===== src/verilog/bmfs_pkg.sv =====
// Constants for the battery monitor fault summary register bank.
// Assumes a plain address/strobe register port on a single clock.
package bmfs_pkg;
   localparam int unsigned BMFS_AW          = 6;
   localparam int unsigned BMFS_DW          = 14;
   localparam int unsigned BMFS_N_CELLS     = 12;
   localparam int unsigned BMFS_N_TAPS      = 13;
   localparam int unsigned BMFS_N_TEMPS     = 5;

   localparam logic [5:0] BMFS_ADDR_FAULT   = 6'h04;
   localparam logic [5:0] BMFS_ADDR_SETUP   = 6'h05;
   localparam logic [5:0] BMFS_ADDR_IRQ_ST  = 6'h3e;
   localparam logic [5:0] BMFS_ADDR_IRQ_MSK = 6'h3f;

   // Fault status bit positions
   localparam int unsigned BMFS_B_CLKF  = 2;
   localparam int unsigned BMFS_B_TEMP  = 4;
   localparam int unsigned BMFS_B_HIGH  = 5;
   localparam int unsigned BMFS_B_LOW   = 6;
   localparam int unsigned BMFS_B_BRK   = 7;
   localparam int unsigned BMFS_B_PACK  = 8;
   localparam int unsigned BMFS_B_GND   = 9;
   localparam int unsigned BMFS_B_CSUM  = 10;
   localparam int unsigned BMFS_B_REF   = 11;
   localparam int unsigned BMFS_B_REG   = 12;
   localparam int unsigned BMFS_B_MUX   = 13;

   localparam logic [13:0] BMFS_FAULT_RST   = 14'h0000;
   localparam logic [13:0] BMFS_FAULT_MASK  = 14'h3ff4;
   localparam logic [13:0] BMFS_CLEAR_VALUE = 14'h0000;
   localparam logic [13:0] BMFS_SETUP_RST   = 14'h0000;
   localparam logic [13:0] BMFS_IRQ_MSK_RST = 14'h0000;
endpackage : bmfs_pkg


===== src/verilog/bmfs_sync.sv =====
// Three-stage synchroniser with agreement filter for asynchronous inputs.
// Output changes once stages two and three agree.
`timescale 1ns/1ps
`default_nettype none
module bmfs_sync #(
   parameter int unsigned W = 1
) (
   // Clock and reset
   input  wire logic         ref_clk_i,
   input  wire logic         rst_n_i,
   // Data
   input  wire logic [W-1:0] async_i,
   output logic      [W-1:0] sync_o
);
   logic [W-1:0] s1_q, s2_q, s3_q, out_q;
   logic [W-1:0] out_d;

   always_comb begin
      out_d = out_q;
      for (int i = 0; i < W; i++) begin
         if (s2_q[i] == s3_q[i]) begin
            out_d[i] = s2_q[i];
         end
      end
   end

   always_ff @(posedge ref_clk_i or negedge rst_n_i) begin
      if (!rst_n_i) begin
         s1_q  <= '0;
         s2_q  <= '0;
         s3_q  <= '0;
         out_q <= '0;
      end else begin
         s1_q  <= async_i;
         s2_q  <= s1_q;
         s3_q  <= s2_q;
         out_q <= out_d;
      end
   end

   assign sync_o = out_q;
endmodule // bmfs_sync
`default_nettype wire


===== src/verilog/bmfs_latch_bit.sv =====
// One latched status bit: set beats clear, clear only when allowed.
// Assumes set and clear are synchronous single-cycle or level terms.
`timescale 1ns/1ps
`default_nettype none
module bmfs_latch_bit (
   // Clock and reset
   input  wire logic ref_clk_i,
   input  wire logic rst_n_i,
   // Control
   input  wire logic set_i,
   input  wire logic clr_i,
   output logic      bit_o
);
   logic bit_q, bit_d;

   always_comb begin
      bit_d = bit_q;
      if (clr_i) begin
         bit_d = 1'b0;
      end
      // Set wins so a same-cycle event is not lost
      if (set_i) begin
         bit_d = 1'b1;
      end
   end

   always_ff @(posedge ref_clk_i or negedge rst_n_i) begin
      if (!rst_n_i) begin
         bit_q <= 1'b0;
      end else begin
         bit_q <= bit_d;
      end
   end

   assign bit_o = bit_q;
endmodule // bmfs_latch_bit
`default_nettype wire


===== src/verilog/bmfs_top.sv =====
// Fault status register bank of a battery monitor, with interrupt.
// Assumes per-cell flag registers live outside and feed levels in.
`timescale 1ns/1ps
`default_nettype none
module bmfs_top
   import bmfs_pkg::*;
#(
   parameter int unsigned N_CELLS = BMFS_N_CELLS,
   parameter int unsigned N_TAPS  = BMFS_N_TAPS,
   parameter int unsigned N_TEMPS = BMFS_N_TEMPS
) (
   // Clock and reset
   input  wire logic               ref_clk_i,
   input  wire logic               rst_n_i,
   // Register port
   input  wire logic [5:0]         reg_addr_i,
   input  wire logic [13:0]        reg_wdata_i,
   input  wire logic               reg_wr_i,
   input  wire logic               reg_rd_i,
   output logic      [13:0]        reg_rdata_o,
   // Per-channel flag levels from the flag registers
   input  wire logic [N_CELLS-1:0] per_cell_low_flags_i,
   input  wire logic [N_CELLS-1:0] per_cell_high_flags_i,
   input  wire logic [N_TAPS-1:0]  per_tap_break_flags_i,
   input  wire logic [N_TEMPS-1:0] per_sensor_temp_flags_i,
   // Analog monitor detections, asynchronous levels
   input  wire logic               pack_sense_fail_i,
   input  wire logic               ground_sense_fail_i,
   input  wire logic               fast_osc_fail_i,
   input  wire logic               slow_osc_fail_i,
   input  wire logic               reference_fail_i,
   input  wire logic               regulator_fail_i,
   // Self-test results, synchronous pulses
   input  wire logic               selector_test_fail_i,
   input  wire logic               csum_check_i,
   input  wire logic [13:0]        csum_computed_i,
   input  wire logic [13:0]        csum_stored_i,
   // Outputs
   output logic      [13:0]        cell_setup_control_o,
   output logic                    irq_o
);
   // Synchroniser lanes, one per asynchronous detection
   localparam int unsigned NA     = 6;
   localparam int unsigned L_PACK = 0;
   localparam int unsigned L_GND  = 1;
   localparam int unsigned L_FOSC = 2;
   localparam int unsigned L_SOSC = 3;
   localparam int unsigned L_REF  = 4;
   localparam int unsigned L_REG  = 5;

   // Synchronised detections
   logic [NA-1:0] async_raw;
   logic [NA-1:0] async_s;
   logic          pack_sense_s;
   logic          ground_sense_s;
   logic          fast_osc_s;
   logic          slow_osc_s;
   logic          reference_s;
   logic          regulator_s;

   // Register port decode
   logic          wr_fault;
   logic          wr_setup;
   logic          wr_msk;
   logic          rd_fault;
   logic          rd_setup;
   logic          rd_irq_st;
   logic          rd_irq_msk;
   logic          clr_req;

   // Fault sources and per-bit terms
   logic          any_low;
   logic          any_high;
   logic          any_brk;
   logic          any_temp;
   logic          csum_diff;
   logic          clk_fail;
   logic [13:0]   set_vec;
   logic [13:0]   clr_vec;
   logic [13:0]   fault_s;

   // Registered state and next values
   logic [13:0]   setup_q;
   logic [13:0]   setup_d;
   logic [13:0]   irq_msk_q;
   logic [13:0]   irq_msk_d;
   logic [13:0]   fault_prev_q;
   logic [13:0]   fault_prev_d;
   logic [13:0]   fault_rise;
   logic [13:0]   irq_st_q;
   logic [13:0]   irq_st_d;
   logic          irq_q;
   logic          irq_d;
   logic [13:0]   rdata_q;
   logic [13:0]   rdata_d;

   // Lane order fixes which filtered bit feeds which fault
   assign async_raw[L_PACK] = pack_sense_fail_i;
   assign async_raw[L_GND]  = ground_sense_fail_i;
   assign async_raw[L_FOSC] = fast_osc_fail_i;
   assign async_raw[L_SOSC] = slow_osc_fail_i;
   assign async_raw[L_REF]  = reference_fail_i;
   assign async_raw[L_REG]  = regulator_fail_i;

   // Analog detections come from another domain; filter before use
   bmfs_sync #(
      .W (NA)
   ) u_sync (
      .ref_clk_i (ref_clk_i),
      .rst_n_i   (rst_n_i),
      .async_i   (async_raw),
      .sync_o    (async_s)
   );

   assign pack_sense_s   = async_s[L_PACK];
   assign ground_sense_s = async_s[L_GND];
   assign fast_osc_s     = async_s[L_FOSC];
   assign slow_osc_s     = async_s[L_SOSC];
   assign reference_s    = async_s[L_REF];
   assign regulator_s    = async_s[L_REG];

   // Write decode; writes to the status address are ignored
   always_comb begin
      wr_fault = 1'b0;
      wr_setup = 1'b0;
      wr_msk   = 1'b0;
      if (reg_wr_i) begin
         case (reg_addr_i)
            BMFS_ADDR_FAULT:   wr_fault = 1'b1;
            BMFS_ADDR_SETUP:   wr_setup = 1'b1;
            BMFS_ADDR_IRQ_MSK: wr_msk   = 1'b1;
            default:           wr_fault = 1'b0;
         endcase
      end
   end

   // Read decode
   always_comb begin
      rd_fault   = 1'b0;
      rd_setup   = 1'b0;
      rd_irq_st  = 1'b0;
      rd_irq_msk = 1'b0;
      if (reg_rd_i) begin
         case (reg_addr_i)
            BMFS_ADDR_FAULT:   rd_fault   = 1'b1;
            BMFS_ADDR_SETUP:   rd_setup   = 1'b1;
            BMFS_ADDR_IRQ_ST:  rd_irq_st  = 1'b1;
            BMFS_ADDR_IRQ_MSK: rd_irq_msk = 1'b1;
            default:           rd_fault   = 1'b0;
         endcase
      end
   end

   // Only an all-zero write to the fault word requests a clear
   assign clr_req = wr_fault && (reg_wdata_i == BMFS_CLEAR_VALUE);

   // Summaries are plain ORs here; latching happens in the bit cells
   assign any_low   = |per_cell_low_flags_i;
   assign any_high  = |per_cell_high_flags_i;
   assign any_brk   = |per_tap_break_flags_i;
   assign any_temp  = |per_sensor_temp_flags_i;
   assign clk_fail  = fast_osc_s | slow_osc_s;
   assign csum_diff = csum_check_i && (csum_computed_i != csum_stored_i);

   // Set terms per bit
   always_comb begin
      set_vec              = 14'h0000;
      set_vec[BMFS_B_CLKF] = clk_fail;
      set_vec[BMFS_B_TEMP] = any_temp;
      set_vec[BMFS_B_HIGH] = any_high;
      set_vec[BMFS_B_LOW]  = any_low;
      set_vec[BMFS_B_BRK]  = any_brk;
      set_vec[BMFS_B_PACK] = pack_sense_s;
      set_vec[BMFS_B_GND]  = ground_sense_s;
      set_vec[BMFS_B_CSUM] = csum_diff;
      set_vec[BMFS_B_REF]  = reference_s;
      set_vec[BMFS_B_REG]  = regulator_s;
      set_vec[BMFS_B_MUX]  = selector_test_fail_i;
   end

   // Summaries keep themselves set while sources stay set, so a zero write
   // cannot clear them until the per-channel registers are cleared first.
   always_comb begin
      clr_vec = BMFS_FAULT_MASK & {14{clr_req}};
   end

   genvar g;
   generate
      for (g = 0; g < 14; g++) begin : g_bits
         if (BMFS_FAULT_MASK[g]) begin : g_live
            bmfs_latch_bit u_bit (
               .ref_clk_i (ref_clk_i),
               .rst_n_i   (rst_n_i),
               .set_i     (set_vec[g]),
               .clr_i     (clr_vec[g]),
               .bit_o     (fault_s[g])
            );
         end else begin : g_rsvd
            assign fault_s[g] = 1'b0;
         end
      end
   endgenerate

   // Cell setup storage, a plain read/write word
   always_comb begin
      setup_d = setup_q;
      if (wr_setup) begin
         setup_d = reg_wdata_i;
      end
   end

   always_ff @(posedge ref_clk_i or negedge rst_n_i) begin
      if (!rst_n_i) begin
         setup_q <= BMFS_SETUP_RST;
      end else begin
         setup_q <= setup_d;
      end
   end

   // Mask bits outside the fault layout cannot be set
   always_comb begin
      irq_msk_d = irq_msk_q;
      if (wr_msk) begin
         irq_msk_d = reg_wdata_i & BMFS_FAULT_MASK;
      end
   end

   always_ff @(posedge ref_clk_i or negedge rst_n_i) begin
      if (!rst_n_i) begin
         irq_msk_q <= BMFS_IRQ_MSK_RST;
      end else begin
         irq_msk_q <= irq_msk_d;
      end
   end

   // Edge detector resets to the fault reset level, so no false event
   always_comb begin
      fault_prev_d = fault_s;
      fault_rise   = fault_s & ~fault_prev_q;
   end

   always_ff @(posedge ref_clk_i or negedge rst_n_i) begin
      if (!rst_n_i) begin
         fault_prev_q <= BMFS_FAULT_RST;
      end else begin
         fault_prev_q <= fault_prev_d;
      end
   end

   // Rising fault bits are events; set wins over the read-clear
   always_comb begin
      irq_st_d = irq_st_q;
      if (rd_irq_st) begin
         irq_st_d = 14'h0000;
      end
      irq_st_d = irq_st_d | fault_rise;
   end

   always_ff @(posedge ref_clk_i or negedge rst_n_i) begin
      if (!rst_n_i) begin
         irq_st_q <= BMFS_FAULT_RST;
      end else begin
         irq_st_q <= irq_st_d;
      end
   end

   // Pin comes from a flop so it cannot glitch toward the host
   always_comb begin
      irq_d = |(irq_st_d & irq_msk_d);
   end

   always_ff @(posedge ref_clk_i or negedge rst_n_i) begin
      if (!rst_n_i) begin
         irq_q <= 1'b0;
      end else begin
         irq_q <= irq_d;
      end
   end

   // Read data stands one cycle after the strobe and reads zero otherwise
   always_comb begin
      rdata_d = 14'h0000;
      if (rd_fault) begin
         rdata_d = fault_s;
      end
      if (rd_setup) begin
         rdata_d = setup_q;
      end
      if (rd_irq_st) begin
         rdata_d = irq_st_q;
      end
      if (rd_irq_msk) begin
         rdata_d = irq_msk_q;
      end
   end

   always_ff @(posedge ref_clk_i or negedge rst_n_i) begin
      if (!rst_n_i) begin
         rdata_q <= 14'h0000;
      end else begin
         rdata_q <= rdata_d;
      end
   end

   assign reg_rdata_o          = rdata_q;
   assign cell_setup_control_o = setup_q;
   assign irq_o                = irq_q;
endmodule // bmfs_top
`default_nettype wire


===== config.mk =====
export PLATFORM = sky130hd
export DESIGN_NAME = bmfs_top
export DESIGN_NICKNAME = d
export VERILOG_FILES = /design/src/verilog/bmfs_pkg.sv /design/src/verilog/bmfs_sync.sv /design/src/verilog/bmfs_latch_bit.sv /design/src/verilog/bmfs_top.sv
export SDC_FILE = /design/constraint.sdc
export NUM_CORES = 1
export LEC_CHECK = 0
export ABC_AREA = 0
export BUFFER_PORTS_ARGS = -buffer_cell sky130_fd_sc_hd__buf_4
export CORE_MARGIN = 5
export CORE_UTILIZATION = 25
export DETAILED_ROUTE_END_ITERATION = 6
export SLEW_MARGIN = 25
export SYNTH_ARGS = -nofsm -noshare
export SYNTH_HDL_FRONTEND = slang
export SYNTH_SLANG_ARGS = --single-unit
export TNS_END_PERCENT = 30

===== constraint.sdc =====
create_clock -name ref_clk_i -period 4.4 [get_ports ref_clk_i]
set_clock_uncertainty 0.15 [all_clocks]
set_input_delay 0.66 -clock ref_clk_i [delete_from_list [all_inputs] [get_ports ref_clk_i]]
set_output_delay 0.66 -clock ref_clk_i [all_outputs]
set_load 0.05 [all_outputs]

==> results.md, run 1 <==
* Max-Cap Viols at 0
* Reg2reg setup slack at between 2 and 3 ns
* Detail Route Antenna Nets at 0
* Die height at between 100 and 150 µm
* Slew headroom at 0.377
* Syn Area/Cell at about 12 µm²
* Clk root buf: clkbuf_16
* NetSw at slightly below 600 µW
* Req. time, crit path at approximately 4.5 ns
* Final Hold Viols at 0
* Num rows at 46
* Leakage dissipation at between 2 and 3 nW
* Hold Crit Class: flip-flop to flip-flop
* Post-synthesis compound-gate area fraction at 0.116
* Nets at between 500 and 600
* Setup TNS Final at 0 ns
* Ant diodes at 0
* Worst path arrival time at 2.75 ns
* Startpoint types: input pin
* First-pass GRT wire length at 18.3 mm
* Area leader, netlist: dfrtp_1
* Ys flop type: dfrtp_1
* Placed cell area at about 0.0053 mm²
* Num CTS Buffers at 9
* Post-DP HPWL at approximately 8.4 mm
* RD Place Congestion at ~0.82
* Worst hold stages at 0
* Post-synthesis instance total at 324
* Crit Path Category: input pin to flip-flop
* FFs w/ async S/R, synth at 1.00
* Initial core utilization at 0.255
* Design area at between 0.005 and 0.006 mm²
* Reg-to-reg endpoint: irq_o$_DFF_PN0_
* Tmin final at around 2.7 ns
* Die X at between 100 and 150 µm
* Largest net degree at the start of global routing at 55
* Final cell utilization of the core at 0.349
* FF-to-FF path depth at 4
* Maximum root-to-sink buffer count at 2
* Layout Cells excl Fill at between 600 and 700
* PD cells at around 390 mW/mm²
* Slowest-stage cell, CP: a2111oi_0
* VDD IR-drop max at 0.225 mV
* Synthesized flop and latch total at around 100
* Die ar. at 0.0188 mm²
* Synth top area share at 0.637
* Register area share after synthesis at 0.637
* WHS Endpoint: u_sync.s2_q[0]$_DFF_PN0_
* CP cell instances: buf_4, nand4_1, nor2_2, mux2_2, a2111oi_0, nand3_1
* Initial antenna violation count at 0
* Worst setup EP type: flip-flop
* Net Sw Frac at 0.278
* Total congestion overflow at 0
* Post-Syn Area at a little over 0.004 mm²
* Wirelength per Cell at about 17 µm
* Netlist cell types at 35
* Comb pwr share at 0.152
* Share of cells above drive strength 1 at 0.373
* All-Layer GR Usage at 0.127
* Worst Tran Pin Value at around 0.93 ns
* Mapped Nets at roughly 430
* PostCTS Resize Cnt at 0
* Post-placement cell count at about 660
* Internal at between 1.5 and 2 mW
* Reg-to-Reg Start: irq_msk_q[3]$_DFF_PN0_
* Pre-antenna DRT Iters at 5
* DR DRC count at 0
* Outcome: finished clean
* Endpoints failing setup at 0
* Combinational family with the most area after synthesis: simple AND/OR/NAND/NOR gates
* CTS tree: built
* Syn. warnings at 0
* Clk slew on worst S/H paths at 0.08 ns
* CTS sink count at about 100
* # IOs at roughly 130
* H-tree depth at 3
* Post-synth EDFFs at 0
* Final worst-path cycle share at 0.613
* CP top delay family: simple AND/OR/NAND/NOR gates
* 1st-iter DRT viols at roughly 250
* Via count of the routed design at about 3200
* Synth top area cells: dfrtp_1 64%, mux2_2 4.7%, a222oi_1 3.7%, o21ai_0 2.7%, xor2_1 2.2%
* CP peak stage delay at 0.58 ns
* Most common cell after layout, fill and taps aside: buf_4
* Seq pwr share at 0.495
* Slew Viols, Final at 0
* Worst-Skew Late Latency at between 0.3 and 0.4 ns
* Hold Path Origin: u_sync.s1_q[0]$_DFF_PN0_
* Buffers and inverters on the worst path at 1
* Final wirelength at about 11 mm
* Post-synthesis adder-cell area fraction at 0.0148
* Avg Vias per Cell at roughly 4.7
* Post-Synth XOR/XNOR Area at 0.0303
* PortBufs at 130
* Vias in the first global route at 3529
* Most frequent cells in the layout: 134 x buf_4, 103 x dfrtp_1, 22 x o21ai_0, 22 x nand2_1, 17 x mux2_2
* Clock power frac at 0.353
* Area delta synth->final at 36.9%
* Post-synthesis mux area share at 0.0473
* Unrepaired setup endpoints after global routing: false
* Fmax at approximately 370 MHz
* Crit-path max FO at 9
* Core Box Area at approximately 0.016 mm²
* Simple-Gate Fraction of Synth Area at 0.131
* Pwr Total at roughly 2.1 mW
## logic make-up (layout without fill, tap and decap cells)
| logic type | Yosys count | count (layout) |
|---|---|---|
| flip-flops | 103 | 103 |
| AND/OR/NAND/NOR | 97 | 97 |
| AO/OA/AOI/OAI | 68 | 68 |
| buffers and inverters | 19 | 156 |
| multiplexers | 17 | 17 |
| XOR/XNOR | 14 | 14 |
| adder cells (fa/ha/maj) | 6 | 6 |
## synthesized netlist by cell type (2+ instances only)
library cell  count
dfrtp_1         103
clkbuf_1          5
xor2_1           10
a21o_1            5
a222oi_1         15
nand2b_1         10
buf_2             4
and3_1            3
a211o_1           2
nor2b_1           6
mux2_2           17
nor2_2            3
a22oi_1           8
maj3_1            6
nor3_1            3
xnor2_1           4
nand3_1          12
inv_1             6
or4_1             2
a21oi_1          12
buf_6             2
a2111oi_0         3
o21ai_0          22
nand4_1           6
nor4_1           12
nor2_1           13
nand2_1          22
## sequential cells by signal, indices dropped and copies added, names as in the netlist
signal,cells
u_sync.s3_q,6
irq_st_q,14
u_sync.s2_q,6
u_sync.s1_q,6
reg_rdata_o,14
irq_msk_q,14
cell_setup_control_o,14
irq_o,1
fault_prev_q,11
g_bits.g_live.u_bit.bit_o,11
u_sync.sync_o,6
## layout make-up
type                            count  area, µm²
Fill cell                        1616      10300
Sequential cell                   103       2580
Multi-Input combinational cell    202       1380
Timing Repair Buffer              135       1020
Tap cell                          216        270
Clock buffer                        9        225
Clock inverter                      6       53.8
Inverter                            6       22.5
## per-layer routing
| metal | wire length (µm) | global-route usage | vias up |
|---|---|---|---|
| met2 | 5620 | 0.209 | 168 |
| li1 | - | - | 1453 |
| met5 | 0 | 0 | - |
| met4 | 171 | 0.0394 | 0 |
| met3 | 968 | 0.0383 | 16 |
| met1 | 4740 | 0.160 | 1567 |
## worst max-delay path by stage
stage	depth (start not counted)	slack (ns)	from	endpoint
2_1_floorplan	6	2.06	reg_addr_i[0]	irq_o$_DFF_PN0_
3_3_place_gp	6	1.45	reg_addr_i[4]	irq_o$_DFF_PN0_
3_5_place_dp	6	1.33	reg_addr_i[4]	irq_o$_DFF_PN0_
4_1_cts	6	1.71	reg_addr_i[4]	irq_o$_DFF_PN0_
5_1_grt	6	1.55	reg_addr_i[4]	irq_o$_DFF_PN0_
6_report	6	1.70	reg_addr_i[4]	irq_o$_DFF_PN0_
## timing repair
action | 4_1_cts | 5_1_grt
setup buffers | 0 | 0
hold buffers | 1 | 0
hold endpoints to repair | 10 | 0
## power by group through the flow
stage          clock, mW  combinational [mW]  sequential (mW)
3_5_place_dp           0               0.329             1.07
3_3_place_gp           0               0.321             1.07
6_report           0.754               0.325             1.06
5_1_grt            0.821               0.353             1.06
2_1_floorplan          0              0.0858             1.14
4_1_cts            0.781               0.330             1.06
## through the flow
stage | setup WS, ns | hold slack [ns]
CTS | 1.71 | 0.201
detailed placement | 1.33 | 0.186
floorplan | 2.06 | 0.181
global route | 1.55 | 0.200
finish | 1.70 | 0.198
global placement | 1.45 | 0.185
No activity file was read; power rests on OpenSTA's default activity.
==> run 2, diff against run 1 <==
Clock period 4.4 ns to 2.68 ns, I/O delays scaled along.
==> run 2 against run 1 <==
The run now ends with design-rule violations left. First-iteration DRC count increased by 13%. Final cell count increased by 1.3%. Critical path depth unchanged. Cell area increased by 1.3%. Utilization increased by 0.46 points. Sequential power increased by 64%.
==> results.md, run 2 (synthesis results as in run 1) <==
* Tmin final at roughly 2 ns
* # IOs at 131 (unchanged)
* Clk slew on worst S/H paths at 0.07 ns (about the same)
* Ant diodes at 0 (unchanged)
* Post-CTS Setup Bufs at 0 (unchanged)
* Final cell utilization of the core at 0.353 (+0.00457)
* PD cells at 624 mW/mm² (+62%)
* Unrepaired setup endpoints after global routing: false
* Die X at 137 µm (unchanged)
* Req. time, crit path at 2.73 ns (-1.72 ns)
* CP cell instances: buf_4, nand4_1, nor2_2, mux2_2, a2111oi_0, nand3_1
* Pre-antenna DRT Iters at 7 (+2)
* Reg-to-reg endpoint: irq_o$_DFF_PN0_
* Failing checks: design-rule violations
* Num CTS Buffers at 9 (unchanged)
* DR DRC count at 6 (+6)
* All-Layer GR Usage at 0.126 (-0.000369)
* Net Sw Frac at 0.276 (-0.00167)
* Hold Path Origin: ground_sense_fail_i
* Most common cell after layout, fill and taps aside: buf_4
* Max-Cap Viols at 0 (unchanged)
* Worst path arrival time at 2.00 ns (-0.75 ns)
* Die ar. at 0.0188 mm² (unchanged)
* Worst-Skew Late Latency at 0.33 ns (-0.02 ns)
* Avg Vias per Cell at 4.61 (-2.5%)
* CTS tree: built
* Initial antenna violation count at 0 (unchanged)
* Num rows at 46 (unchanged)
* RD Place Congestion at 0.853 (+4.7%)
* Endpoints failing setup at 0 (unchanged)
* Startpoint types: input pin
* Post-DP HPWL at 8.69 mm (+3.5%)
* Wirelength per Cell at 16.9 µm (-0.33%)
* Share of cells above drive strength 1 at 0.381 (+0.00775)
* Slew Viols, Final at 0 (unchanged)
* Hold Crit Class: input pin to flip-flop
* Leakage dissipation at 2.62 nW (+1.7%)
* Final worst-path cycle share at 0.728
* Vias in the first global route at 3541 (+0.34%)
* Comb pwr share at 0.153 (about the same)
* First-pass GRT wire length at 18.4 mm (+0.61%)
* Reg-to-Reg Start: irq_st_q[3]$_DFF_PN0_
* Maximum root-to-sink buffer count at 2 (unchanged)
* H-tree depth at 3 (unchanged)
* Initial core utilization at 0.255 (unchanged)
* VDD IR-drop max at 0.297 mV (+32%)
* Area delta synth->final at 38.7%
* CP peak stage delay at 0.50 ns (-0.08 ns)
* 1st-iter DRT viols at 281 (+13%)
* Final Hold Viols at 0 (unchanged)
* Clk root buf: clkbuf_16
* Outcome: finished, violations left
* Seq pwr share at 0.496 (about the same)
* Worst setup EP type: flip-flop
* WHS Endpoint: u_sync.s1_q[1]$_DFF_PN0_
* NetSw at 969 µW (+63%)
* Slew headroom at 0.529 (+0.151)
* Total congestion overflow at 0 (unchanged)
* Clock power frac at 0.351 (-0.002)
* Reg2reg setup slack at 0.97 ns (-1.69 ns)
* Final wirelength at 11.6 mm (+0.99%)
* Worst Tran Pin Value at 0.707 ns (-0.224 ns)
* CTS sink count at 103 (unchanged)
* Core Box Area at 0.0159 mm² (unchanged)
* Via count of the routed design at 3165 (-1.2%)
* Crit Path Category: input pin to flip-flop
* Largest net degree at the start of global routing at 55 (unchanged)
* Die height at 137 µm (unchanged)
* Most frequent cells in the layout: 141 x buf_4, 103 x dfrtp_1, 22 x o21ai_0, 22 x nand2_1, 17 x mux2_2
* FF-to-FF path depth at 4 (unchanged)
* Fmax at between 500 and 600 MHz
* Worst hold stages at 1 (+1)
* Internal at 2.54 mW (+65%)
* Crit-path max FO at 9 (unchanged)
* Nets at 567 (+1.4%)
* PortBufs at 130 (unchanged)
* Detail Route Antenna Nets at 0 (unchanged)
* Setup TNS Final at 0 ns (unchanged)
* Slowest-stage cell, CP: a2111oi_0
run 2: cell types whose count changed in the layout (fill, tap and decap cells not counted):
cell        before  now
clkinvlp_4       1    2
inv_6            2    1
buf_4          134  141
nor2_2           4    3
buf_12           0    1
clkbuf_1         0    1
nor2_1          12   13
run 2: worst max path at each step:
stage | start | endpoint | slack, ns
3_3_place_gp | reg_addr_i[4] | irq_o$_DFF_PN0_ | 0.40
5_1_grt | reg_addr_i[0] | irq_o$_DFF_PN0_ | 0.50
3_5_place_dp | reg_addr_i[4] | irq_o$_DFF_PN0_ | 0.31
6_report | reg_addr_i[0] | irq_o$_DFF_PN0_ | 0.73
2_1_floorplan | reg_addr_i[0] | irq_o$_DFF_PN0_ | 0.60
4_1_cts | reg_addr_i[0] | irq_o$_DFF_PN0_ | 0.68
run 2: area by class of cell:
class | count | area, µm²
inverter | 6 | 22.5
multi-input combinational | 202 | 1380
tap | 216 | 270
fill | 1614 | 10300
clock inverter | 6 | 52.6
timing repair buffer | 143 | 1090
sequential | 103 | 2580
clock buffer | 10 | 229
run 2: what timing repair did:
action                                 4_1_cts  5_1_grt
setup endpoints to repair                    0        0
hold buffers                                 1        0
resized for setup                            0        0
endpoints found under the hold margin       45        0
run 2: power groups by stage:
stage          clock [mW]  combinational (mW)  sequential (mW)
6_report             1.23               0.537             1.74
5_1_grt              1.32               0.586             1.75
4_1_cts              1.27               0.543             1.74
3_5_place_dp            0               0.540             1.77
3_3_place_gp            0               0.527             1.77
2_1_floorplan           0               0.141             1.87
run 2: worst max-delay path, delay by kind of cell:
kind,cells,cell delay [ns]
AO/OA/AOI/OAI,1,0.50
buffers and inverters,1,0.13
multiplexers,1,0.39
AND/OR/NAND/NOR,3,0.57
run 2: layer usage:
layer  global-route usage  wire [µm]  vias up  share of wire
met5                    0          0        -              0
met4               0.0405        180        0          0.015
met3               0.0376        895       15          0.077
met2                0.208       5650      131           0.49
met1                0.160       4890     1542           0.42
li1                     -          -     1477              -
run 2: through the flow:
step	worst slack (ns)	instance area, µm²	hold slack, ns	total power [mW]	std cells
after CTS	0.682	5620	0.00720	3.55	686
after detailed placement	0.314	5320	0.186	2.31	669
final	0.729	5620	0.0180	3.51	686
after floorplan	0.597	4050	-0.0436	2.01	324
after global placement	0.401	5320	0.185	2.29	669
after global routing	0.505	5620	0.00107	3.66	686
